==> config.mk <==
export PLATFORM = sky130hd
export DESIGN_NAME = rci_top
export DESIGN_NICKNAME = d
export VERILOG_FILES = /design/src/shared/rci_pkg.sv /design/src/shared/rci_frame_if.sv /design/src/verilog/rci_shift.sv /design/src/verilog/rci_top.sv
export SDC_FILE = /design/constraint.sdc
export NUM_CORES = 1
export LEC_CHECK = 0
export BUFFER_PORTS_ARGS = -buffer_cell sky130_fd_sc_hd__buf_2
export CAP_MARGIN = 20
export CORE_ASPECT_RATIO = 0.75
export CORE_MARGIN = 4
export CORE_UTILIZATION = 50
export CTS_BUF_LIST = sky130_fd_sc_hd__clkbuf_8
export CTS_CLUSTER_DIAMETER = 50
export CTS_CLUSTER_SIZE = 25
export DETAILED_ROUTE_END_ITERATION = 10
export PLACE_DENSITY = 0.71
export SKIP_CTS_REPAIR_TIMING = 1
export SKIP_LAST_GASP = 1
export SLEW_MARGIN = 20
export SYNTH_ARGS = -nofsm -noshare
export SYNTH_HDL_FRONTEND = slang
export SYNTH_SLANG_ARGS = --single-unit
==> constraint.sdc <==
create_clock -name ref_clk -period 2.55 [get_ports ref_clk]
set_clock_uncertainty 0.1 [all_clocks]
set_input_delay 0 -clock ref_clk [delete_from_list [all_inputs] [get_ports ref_clk]]
set_output_delay 0 -clock ref_clk [all_outputs]
set_load 0.02 [all_outputs]
==> src/shared/rci_pkg.sv <==
// Constants for the real-time control input decoder
package rci_pkg;
  // Serial frame layout, first bit received lands in the MSB
  localparam int FRAME_BITS      = 48;
  localparam int LINE_INC_MSB    = 47;
  localparam int LINE_INC_LSB    = 32;
  localparam int FSC_INC_W       = 24;
  localparam int FSC_INC_MSB     = 31;
  localparam int FSC_INC_LSB     = 8;
  localparam int FR_PAL_BIT      = 7;
  localparam int FR_RESET_BIT    = 6;
  localparam int FR_FIELD_BIT    = 5;
  localparam int FR_ODD_EVEN_BIT = 4;
  localparam int FR_COLOUR_BIT   = 3;
  localparam int CNT_W           = 6;

  // Wishbone register map, byte addresses
  localparam int ADR_W = 8;
  localparam logic [ADR_W-1:0] ADR_CTRL    = 8'h00;
  localparam logic [ADR_W-1:0] ADR_INT_INC = 8'h04;
  localparam logic [ADR_W-1:0] ADR_STATUS  = 8'h08;
  localparam logic [ADR_W-1:0] ADR_EFF_INC = 8'h0C;
  localparam logic [ADR_W-1:0] ADR_FRAMES  = 8'h10;

  // Control register fields
  localparam int CTRL_W          = 8;
  localparam int CT_RT_EN        = 0;
  localparam int CT_PH_EN        = 1;
  localparam int CT_PH_MODE_LSB  = 2;
  localparam int CT_FIS_EN       = 4;
  localparam int CT_OE_EN        = 5;
  localparam int CT_COL_EN       = 6;
  localparam int CT_FIS_REG      = 7;
  localparam logic [1:0] PH_MODE_LINE = 2'h0;

  // Reset values
  localparam logic [CTRL_W-1:0]    CTRL_RST    = 8'h00;
  localparam logic [FSC_INC_W-1:0] INT_INC_RST = 24'h000000;
  localparam int FRAME_CNT_W = 16;
endpackage

==> src/shared/rci_frame_if.sv <==
// Carrier for a completed serial frame between shifter and decoder
interface rci_frame_if;
  import rci_pkg::*;
  logic [FRAME_BITS-1:0] frame;  // Last complete frame
  logic                  valid;  // One-cycle pulse per complete frame
  modport src (output frame, output valid);
  modport dst (input frame, input valid);
endinterface

==> src/verilog/rci_shift.sv <==
// Serial frame shifter: assembles one complete control frame
module rci_shift (
  input  wire logic    ref_clk,
  input  wire logic    rst_b,
  input  wire logic    bit_strobe,
  input  wire logic    bit_data,
  input  wire logic    frame_start,
  rci_frame_if.src     fr
);
  import rci_pkg::*;

  typedef struct packed {
    logic [FRAME_BITS-1:0] sh;     // Bits gathered so far
    logic [CNT_W-1:0]      cnt;    // Bits received in this frame
    logic                  busy;   // A frame is in progress
    logic [FRAME_BITS-1:0] frame;  // Published frame
    logic                  valid;  // Publish pulse
  } rci_shift_s;

  rci_shift_s st;       // Registered state
  rci_shift_s next_st;  // Next state

  // Shift per bit strobe; publish only at the last bit
  always_comb begin
    next_st       = st;
    next_st.valid = 1'b0;
    if (bit_strobe) begin
      if (frame_start) begin
        // Start marker restarts, dropping any partial frame
        next_st.sh   = {{(FRAME_BITS-1){1'b0}}, bit_data};
        next_st.cnt  = CNT_W'(1);
        next_st.busy = 1'b1;
      end else if (st.busy) begin
        next_st.sh  = {st.sh[FRAME_BITS-2:0], bit_data};
        next_st.cnt = st.cnt + CNT_W'(1);
      end
    end
    // Complete frame copied out in one step, never partly
    if (next_st.busy && next_st.cnt == CNT_W'(FRAME_BITS)) begin
      next_st.frame = next_st.sh;
      next_st.valid = 1'b1;
      next_st.busy  = 1'b0;
      next_st.cnt   = '0;
    end
  end

  // State register
  always_ff @(posedge ref_clk or negedge rst_b) begin
    if (!rst_b) begin
      st <= '0;
    end else begin
      st <= next_st;
    end
  end

  assign fr.frame = st.frame;
  assign fr.valid = st.valid;
endmodule

==> src/verilog/rci_top.sv <==
// Real-time control input decoder with Wishbone register access
module rci_top (
  input  wire logic                           ref_clk,
  input  wire logic                           rst_b,
  // Serial control stream pins
  input  wire logic                           line_locked_clock,
  input  wire logic                           realtime_control_input,
  input  wire logic                           realtime_frame_start,
  // Internally generated odd/even flag, same clock
  input  wire logic                           internal_odd_even,
  // Wishbone classic slave
  input  wire logic                           wb_cyc_i,
  input  wire logic                           wb_stb_i,
  input  wire logic                           wb_we_i,
  input  wire logic [rci_pkg::ADR_W-1:0]      wb_adr_i,
  input  wire logic [3:0]                     wb_sel_i,
  input  wire logic [31:0]                    wb_dat_i,
  output logic      [31:0]                    wb_dat_o,
  output logic                                wb_ack_o,
  // Decoded controls to the encoder
  output logic      [rci_pkg::FSC_INC_W-1:0]  subcarrier_increment,
  output logic                                subcarrier_phase_reset,
  output logic                                field_rate_select,
  output logic                                odd_even_field,
  output logic                                pal_line
);
  import rci_pkg::*;

  // All state of the decoder apart from the frame shifter
  typedef struct packed {
    logic                   llc_s1;     // Clock pin, first sync stage
    logic                   llc_s2;     // Clock pin, second sync stage
    logic                   llc_d;      // Delayed copy for edge detect
    logic                   dat_s1;     // Data pin, first stage
    logic                   dat_s2;     // Data pin, second stage
    logic                   sta_s1;     // Start pin, first stage
    logic                   sta_s2;     // Start pin, second stage
    logic                   strobe;     // Sample strobe toward shifter
    logic                   bit_d;      // Data sampled with strobe
    logic                   sta_d;      // Start sampled with strobe
    logic [CTRL_W-1:0]      ctrl;       // Enable and mode bits
    logic [FSC_INC_W-1:0]   int_inc;    // Own subcarrier increment
    logic [FSC_INC_W-1:0]   rx_inc;     // Received subcarrier increment
    logic                   rx_pal;     // Received PAL flag
    logic                   rx_field;   // Received field-rate flag
    logic                   rx_oe;      // Received odd/even flag
    logic                   rx_col;     // Received colour detect flag
    logic                   rx_seen;    // At least one frame decoded
    logic [FRAME_CNT_W-1:0] frames;     // Complete frames received
    logic [FSC_INC_W-1:0]   inc_out;    // Subcarrier increment output
    logic                   ph_rst;     // Phase reset pulse output
    logic                   fis_out;    // Field-rate output
    logic                   oe_out;     // Odd/even output
    logic                   pal_out;    // PAL line output
    logic                   from_rx;    // Increment taken from stream
    logic [31:0]            dat;        // Wishbone read data
    logic                   ack;        // Wishbone acknowledge
  } rci_top_s;

  rci_top_s st;       // Registered state
  rci_top_s next_st;  // Next state

  rci_frame_if fr ();  // Frame from shifter

  // Byte-lane merge for partial Wishbone writes
  function automatic logic [31:0] lane_merge(
    input logic [31:0] old_v,
    input logic [31:0] new_v,
    input logic [3:0]  sel
  );
    logic [31:0] res;
    res = old_v;
    for (int i = 0; i < 4; i++) begin
      if (sel[i]) begin
        res[i*8 +: 8] = new_v[i*8 +: 8];
      end
    end
    return res;
  endfunction

  // Shifter sees only synchronised, strobed samples
  rci_shift u_shift (
    .ref_clk     (ref_clk),
    .rst_b       (rst_b),
    .bit_strobe  (st.strobe),
    .bit_data    (st.bit_d),
    .frame_start (st.sta_d),
    .fr          (fr.src)
  );

  logic        rt_en;       // Real-time input enable
  logic        ph_en;       // Phase reset decode enable
  logic [1:0]  ph_mode;     // Phase reset mode
  logic        fis_en;      // Field-rate decode enable
  logic        oe_en;       // Odd/even decode enable
  logic        col_en;      // Colour detect decode enable
  logic        wr_hit;      // Write accepted this cycle
  logic [31:0] wr_ctrl;     // Merged control write value
  logic [31:0] wr_inc;      // Merged increment write value
  logic        use_rx_inc;  // Select received increment
  logic        rx_ok;       // Stream values usable

  // Zero-extend a subcarrier increment onto the 32-bit data bus
  function automatic logic [31:0] widen_inc(
    input logic [FSC_INC_W-1:0] v
  );
    return {{(32-FSC_INC_W){1'b0}}, v};
  endfunction

  assign rt_en   = st.ctrl[CT_RT_EN];
  assign ph_en   = st.ctrl[CT_PH_EN];
  assign ph_mode = st.ctrl[CT_PH_MODE_LSB +: 2];
  assign fis_en  = st.ctrl[CT_FIS_EN];
  assign oe_en   = st.ctrl[CT_OE_EN];
  assign col_en  = st.ctrl[CT_COL_EN];
  // Before the first frame, stream values are not trusted
  assign rx_ok   = rt_en && st.rx_seen;

  // Subcarrier source: received when stream values usable, unless colour decode says no colour
  assign use_rx_inc = rx_ok && (!col_en || st.rx_col);

  // A write lands at the edge where the master sees ack high,
  // so a master that gives up early never leaves a half write
  assign wr_hit  = wb_cyc_i && wb_stb_i && wb_we_i && st.ack;
  assign wr_ctrl = lane_merge({{(32-CTRL_W){1'b0}}, st.ctrl},
                              wb_dat_i, wb_sel_i);
  assign wr_inc  = lane_merge(widen_inc(st.int_inc), wb_dat_i, wb_sel_i);

  // Next-state logic for sync, decode, outputs and bus
  always_comb begin
    next_st = st;
    // Two-stage synchronisers; first stages feed only second stages
    next_st.llc_s1 = line_locked_clock;
    next_st.llc_s2 = st.llc_s1;
    next_st.dat_s1 = realtime_control_input;
    next_st.dat_s2 = st.dat_s1;
    next_st.sta_s1 = realtime_frame_start;
    next_st.sta_s2 = st.sta_s1;
    next_st.llc_d  = st.llc_s2;
    // Sample data on the rising edge of the line-locked clock
    next_st.strobe = st.llc_s2 && !st.llc_d;
    next_st.bit_d  = st.dat_s2;
    next_st.sta_d  = st.sta_s2;
    next_st.ph_rst = 1'b0;

    // Frame decode; line PLL increment bits are never read
    if (fr.valid) begin
      next_st.rx_inc   = fr.frame[FSC_INC_MSB:FSC_INC_LSB];
      next_st.rx_pal   = fr.frame[FR_PAL_BIT];
      next_st.rx_field = fr.frame[FR_FIELD_BIT];
      next_st.rx_oe    = fr.frame[FR_ODD_EVEN_BIT];
      next_st.rx_col   = fr.frame[FR_COLOUR_BIT];
      next_st.rx_seen  = 1'b1;
      next_st.frames   = st.frames + FRAME_CNT_W'(1);
      // Phase reset once per line that carries the reset flag
      if (rt_en && ph_en && ph_mode == PH_MODE_LINE &&
          fr.frame[FR_RESET_BIT]) begin
        next_st.ph_rst = 1'b1;
      end
    end

    // Effective outputs, internal values when stream disabled
    next_st.from_rx = use_rx_inc;
    if (use_rx_inc) begin
      next_st.inc_out = st.rx_inc;
    end else begin
      next_st.inc_out = st.int_inc;
    end
    if (rx_ok && fis_en) begin
      next_st.fis_out = st.rx_field;
    end else begin
      next_st.fis_out = st.ctrl[CT_FIS_REG];
    end
    if (rx_ok && oe_en) begin
      next_st.oe_out = st.rx_oe;
    end else begin
      next_st.oe_out = internal_odd_even;
    end
    next_st.pal_out = rx_ok && st.rx_pal;

    // Wishbone: answer one cycle after the request, drop after one
    next_st.ack = wb_cyc_i && wb_stb_i && !st.ack;
    next_st.dat = 32'h00000000;
    if (wr_hit) begin
      case (wb_adr_i)
        ADR_CTRL: begin
          next_st.ctrl = wr_ctrl[CTRL_W-1:0];
        end
        ADR_INT_INC: begin
          next_st.int_inc = wr_inc[FSC_INC_W-1:0];
        end
        default: begin
          // Read-only or unmapped: write ignored, still acked
        end
      endcase
    end
    if (wb_cyc_i && wb_stb_i && !wb_we_i && !st.ack) begin
      case (wb_adr_i)
        ADR_CTRL: begin
          next_st.dat = {{(32-CTRL_W){1'b0}}, st.ctrl};
        end
        ADR_INT_INC: begin
          next_st.dat = widen_inc(st.int_inc);
        end
        ADR_STATUS: begin
          next_st.dat = {24'h000000, st.from_rx, st.rx_seen,
                         st.rx_col, st.rx_oe, st.rx_field, st.rx_pal,
                         st.oe_out, st.fis_out};
        end
        ADR_EFF_INC: begin
          next_st.dat = widen_inc(st.inc_out);
        end
        ADR_FRAMES: begin
          next_st.dat = {{(32-FRAME_CNT_W){1'b0}}, st.frames};
        end
        default: begin
          // Unmapped reads return zero
          next_st.dat = 32'h00000000;
        end
      endcase
    end
  end

  // State register; reset gives internal sources everywhere
  always_ff @(posedge ref_clk or negedge rst_b) begin
    if (!rst_b) begin
      st         <= '0;
      st.ctrl    <= CTRL_RST;
      st.int_inc <= INT_INC_RST;
    end else begin
      st <= next_st;
    end
  end

  // Outputs straight from state flip-flops
  assign wb_dat_o               = st.dat;
  assign wb_ack_o               = st.ack;
  assign subcarrier_increment   = st.inc_out;
  assign subcarrier_phase_reset = st.ph_rst;
  assign field_rate_select      = st.fis_out;
  assign odd_even_field         = st.oe_out;
  assign pal_line               = st.pal_out;
endmodule

Yosys cells after proc, flatten, opt, wreduce, memory -nomap -nowiden
Index checks and enable logic that the tools add are counted.

Output and inout bits: 61. Word-level logic and storage cells: 80. Flip-flop bits (word level): 253. Input port bits: 53.

Add/sub/neg operators: 2. Muxes and demuxes: 12. Reduce and logical (&&, ||, !) cells: 27. Eq/ne operators: 5.

Operators with widths (number): $pmux 24 s5 (1); $mux 54 (2); $mux 56 (1); $mux 55 (1); $mux 24 (2); $add 16x1->16 const B (1); $eq 8x4->1 const B (2); $logic_and 1x1->1 (16); $reduce_and 3->1 (4); $eq 8x3->1 const B (1); $eq 8x5->1 const B (1); $logic_not 8->1 (1); $add 6x1->6 const B (1); $eq 6x6->1 const B (1); $mux 1 (5); $logic_not 1->1 (4); $logic_not 2->1 (1); $logic_or 1x1->1 (1).

Longest topological paths before layout
Word-level depth: 7. Gate-level depth with buffers: 8. Gate-level depth less buffers: 6.

Cells and area by module
Synthesis repeated with hierarchy kept, for this count alone.

Cell total of the unflattened synthesis: 876. Area total of the unflattened synthesis: 10690.3 µm².

By module, submodules not included: rci_top (cells each 454, times used 1, sequential area each 3528.4 µm², area each 6058.3 µm²); rci_shift (cells each 422, times used 1, sequential area each 2602.5 µm², area each 4631.9 µm²).

Worst setup path after synthesis
No wires, ideal clock.

Path type: register to register. Start point: reg u_shift.st[50] in the netlist's numbering. End point: reg u_shift.st (netlist bit u_shift.fr.frame[10]). Slack: 0.351 ns. Required time: 2.325 ns. Buffers on the path: 1. Stages on the path, launching flop included: 8. Arrival time: 1.975 ns. Clock period less this slack: 2.199 ns. Library setup time: 0.125 ns. Cell sequence: dfrtp_1 ha_1 and3_1 nor3_1 o32ai_1 nor4_4 buf_6 mux2_2.

Word-level cells in the longest chain between the ends: 6.

Ends and longest elaborated chain: start, declared (line rci_shift.sv:20) `rci_shift_s st;`; start signal, assigned (line rci_shift.sv:52) `st <= next_st;`; $add 6x1->6 (line rci_shift.sv:35) `next_st.cnt = st.cnt + CNT_W'(1);`; $mux 54 (line rci_shift.sv:33) `end else if (st.busy) begin`; $mux 54 (line rci_shift.sv:28) `if (frame_start) begin`; $mux 55 (*) (line rci_shift.sv:27) `if (bit_strobe) begin`; $eq 6x6->1 (*) (line rci_shift.sv:39) `if (next_st.busy && next_st.cnt == CNT_W'(FRAME_BITS)) begin`; $logic_and 1x1->1 (*) (line rci_shift.sv:39).

Mark *: on every way between the ends. The rest lies on a longest branch, timed or not. A chain may end at the register's enable or synchronous reset.

Worst setup path after layout
Start point: reg u_shift.st[49] in the netlist's numbering. End point: reg u_shift.st (netlist bit u_shift.fr.frame[25]).

Word-level cells in the longest chain between the ends: 5. Elaborated cells on any way between the ends: 6. Classes of those cells: eq/ne: 1; mux: 4; reduce/logical: 1.

Ends and longest elaborated chain (line): $mux 54 (rci_shift.sv:33); $mux 54 (rci_shift.sv:28); $mux 55 (*) (rci_shift.sv:27); $eq 6x6->1 (rci_shift.sv:39); $logic_and 1x1->1 (rci_shift.sv:39).

Marks and branches as above.

==> results.py <==
metrics = {
    "status": {
        "status": "finished with violations",
        "violations": "hold timing",
    },
    "drt": {
        "vias": 5320,
        "wl_um": 18400,
        "drc": 0,
        "routedWlPerCell_um": 18.8,
        "viasPerCell": 5.44,
        "initialDrtViolationCount": 300,
        "antenna_left": 0,
        "dr.pass1.iters": 4,
    },
    "power_and_ir_drop": {
        "swShare_pct": 25.0,
        "combPwrFrac_pct": 6.2,
        "cellPowerDensity_mw_per_mm2": 566,
        "pwr-share-clk_pct": 32.1,
        "p_leak_nw": 4.89,
        "intPower_mw": 4.17,
        "switchingPower_mw": 1.39,
        "p_seq_share_pct": 61.7,
        "ir_drop_v": 0.000359,
    },
    "yosys": {
        "synth_top_area_share_pct": 60.2,
        "yosys_warnings": 0,
        "synth_top_cell_by_area": "dfrtp_1",
        "synth_area_sq_mm": 0.00873,
        "synth.area.top_cells": "dfrtp_1 (60%), mux2_2 (14%), buf_4 (4.8%), a22o_1 (3.7%), a22oi_1 (2.0%)",
        "synth_compound_area_share_pct": 8.66,
        "async_flop_share_pct": 100,
        "synth-seq-cells": 210,
        "synth_top_family_by_area": "multiplexers",
        "syn_inst": 652,
        "ys_top_cells_by_count": "dfrtp_1 (210), mux2_2 (110), buf_4 (56)",
        "synth-xor-area-share_pct": 1.71,
        "seq_area_frac_synth_pct": 60.2,
        "syn_area_per_cell_sq_um": 13.4,
        "synth_edf_count": 0,
        "synth_fa_ha_area_share_pct": 0.287,
        "ys.flop_type": "dfrtp_1",
        "yosysUniqueCellTypes": 47,
        "yosysMostFrequentCell": "dfrtp_1",
        "synthMuxAreaShare_pct": 16.0,
        "synth-simple-area-share_pct": 6.18,
    },
    "critical_path": {
        "crit_type": "reg -> reg",
        "start_kind": "flop",
        "arrival_ps": 2680,
        "cp-end-kind": "flop",
        "path_cells": "and3_1 -> o211a_1 -> o32ai_1 -> nor4_4 -> buf_6 -> mux2_2",
        "slowest_delay_ps": 650,
        "crit_slowest_cell": "dfrtp_1",
        "required_ps": 2820,
        "path_max_fanout": 17,
    },
    "grt": {
        "grtUsageTotal_pct": 18.8,
        "grt_pass1_vias": 5442,
        "grt_pass1_wl_um": 29800,
        "overflow": 0,
        "grt_start_max_net_pins": 74,
        "antenna_found_initial": 0,
    },
    "place": {
        "port_buffers": 96,
        "dpl.hpwl_um": 12300,
        "gp_congestion": 0.870,
    },
    "final_layout": {
        "syn2layout_area_growth_pct": 12.6,
        "diodes": 0,
        "seqCellArea_sq_mm": 0.00526,
        "n_fill_cell": 1357,
        "utilization_pct": 57.9,
        "finalNetCount": 789,
        "multiInputGateArea_sq_mm": 0.00291,
        "layout-drive-gt1-share_pct": 34.5,
    },
    "floorplan": {
        "core_area_sq_mm": 0.0170,
        "fp-row-count": 41,
        "die-width_um": 161,
        "die_y_um": 122,
        "die_area_sq_mm": 0.0197,
        "floorplan.initialDensity_pct": 51.4,
        "boundaryPins": 114,
    },
    "sta": {
        "setup_viol": 0,
        "hold_viol_final": 8,
        "relSlewSlack_pct": 52.5,
        "fin_crit_sh_pct": 94.6,
        "tightestPinTransition_ps": 710,
        "fmax_mhz": 415,
        "layout_min_cycle_time_ps": 2410,
        "whs_ps": -12.1,
        "rsz0062_at_grt": "true",
        "drv_slew": 0,
    },
    "cts": {
        "clockBufferDepth": 3,
        "cts-htree-levels": 1,
        "clk_pin_slew_ps": 120,
        "clk_latency_ps": 510,
        "ctsRootBufferMaster": "clkbuf_8",
        "cts_tree": "yes",
        "cts_made_buffers": 15,
        "clock-sinks": 210,
    },
    "run": {
        "cap_violations": 0,
    },
    "worst_hold_path": {
        "hold_class": "in -> reg",
    },
}
## per-layer routing
layer  track usage, %  share of wire [%]
met5                0                  0
met4             4.14                1.9
met3             3.46                5.4
met2             29.5                 46
met1             27.8                 47
## critical path: cells and delay by family (launching register included)
kind / cells / cell delay [ps]
AO/OA/AOI/OAI: 2 / 330
buffers and inverters: 1 / 250
AND/OR/NAND/NOR: 2 / 590
multiplexers: 1 / 360
flip-flops: 1 / 650
## metrics by stage
stage	instances	power, mW	cell area [sq um]	worst slack (ps)	TNS, ps
after CTS	942	5.59	9470	100	0
after floorplan	659	3.64	8760	351	0
final	978	5.56	9830	139	0
after global placement	917	3.78	9150	233	0
after detailed placement	917	3.80	9150	128	0
after global routing	978	5.81	9830	-6.74	-10.1
## power by group through the flow
stage               clock network, mW  registers [mW]  logic, mW
floorplan                           0            3.47      0.172
global placement                    0            3.49      0.290
detailed placement                  0            3.49      0.305
CTS                              1.85            3.43      0.306
global route                     1.98            3.44      0.388
finish                           1.79            3.43      0.345
## state kept, by name, summed over array words and instances (netlist names), 2 cells and up, named ones only
| name | cells |
|---|---|
| next_st | 6 |
| u_shift.fr.frame | 29 |
| st | 75 |
| subcarrier_increment | 24 |
| u_shift.st | 36 |
| wb_dat_o | 24 |
| ph_mode | 2 |
## final timing paths
kind / from / end / slack, ps / cells after the start
max: u_shift.st[49] / u_shift.fr.frame[25] / 140 / 6
min: wb_sel_i[1] / st[120] / -10 / 3
max reg2reg: u_shift.st[49] / u_shift.fr.frame[25] / 140 / 6
min reg2reg: next_st[140] / st[140] / 260 / 0
max in group asynchronous: rst_b / pal_line / 820 / 4
min in group asynchronous: rst_b / subcarrier_phase_reset / 470 / 3
## cell families (layout without fill, tap and decap cells)
group | after synthesis | after routing
DFF | 210 | 210
muxes | 125 | 125
and+or+nand+nor | 103 | 103
buffers and inverters | 98 | 181
AOI/OAI and AO/OA | 96 | 96
xor gates and xnor gates | 17 | 17
adders and majority gates | 2 | 2
other | 1 | 8
## cells in the final DEF, fill, tap and decap left out, drive strengths merged, types with 7 or more instances in the layout
cell type / n
dfrtp: 210
mux2: 116
buf: 112
a22o: 37
dlygate4sd3: 36
nor2: 32
a22oi: 23
nand2: 18
clkbuf: 17
xnor2: 14
nand3: 11
inv: 11
mux2i: 9
conb: 8
nor3: 8
o2bb2ai: 7
## cell type report
class                      instances  share of cell area, %
sequential                       210                   53.4
timing repair buffer             149                   10.5
multi-input combinational        351                   29.6
tap                              236                   3.00
clock buffer                      16                   2.24
inverter                           7                  0.267
clock inverter                     9                  0.954
Note: power is estimated with default switching activity, not from simulation.
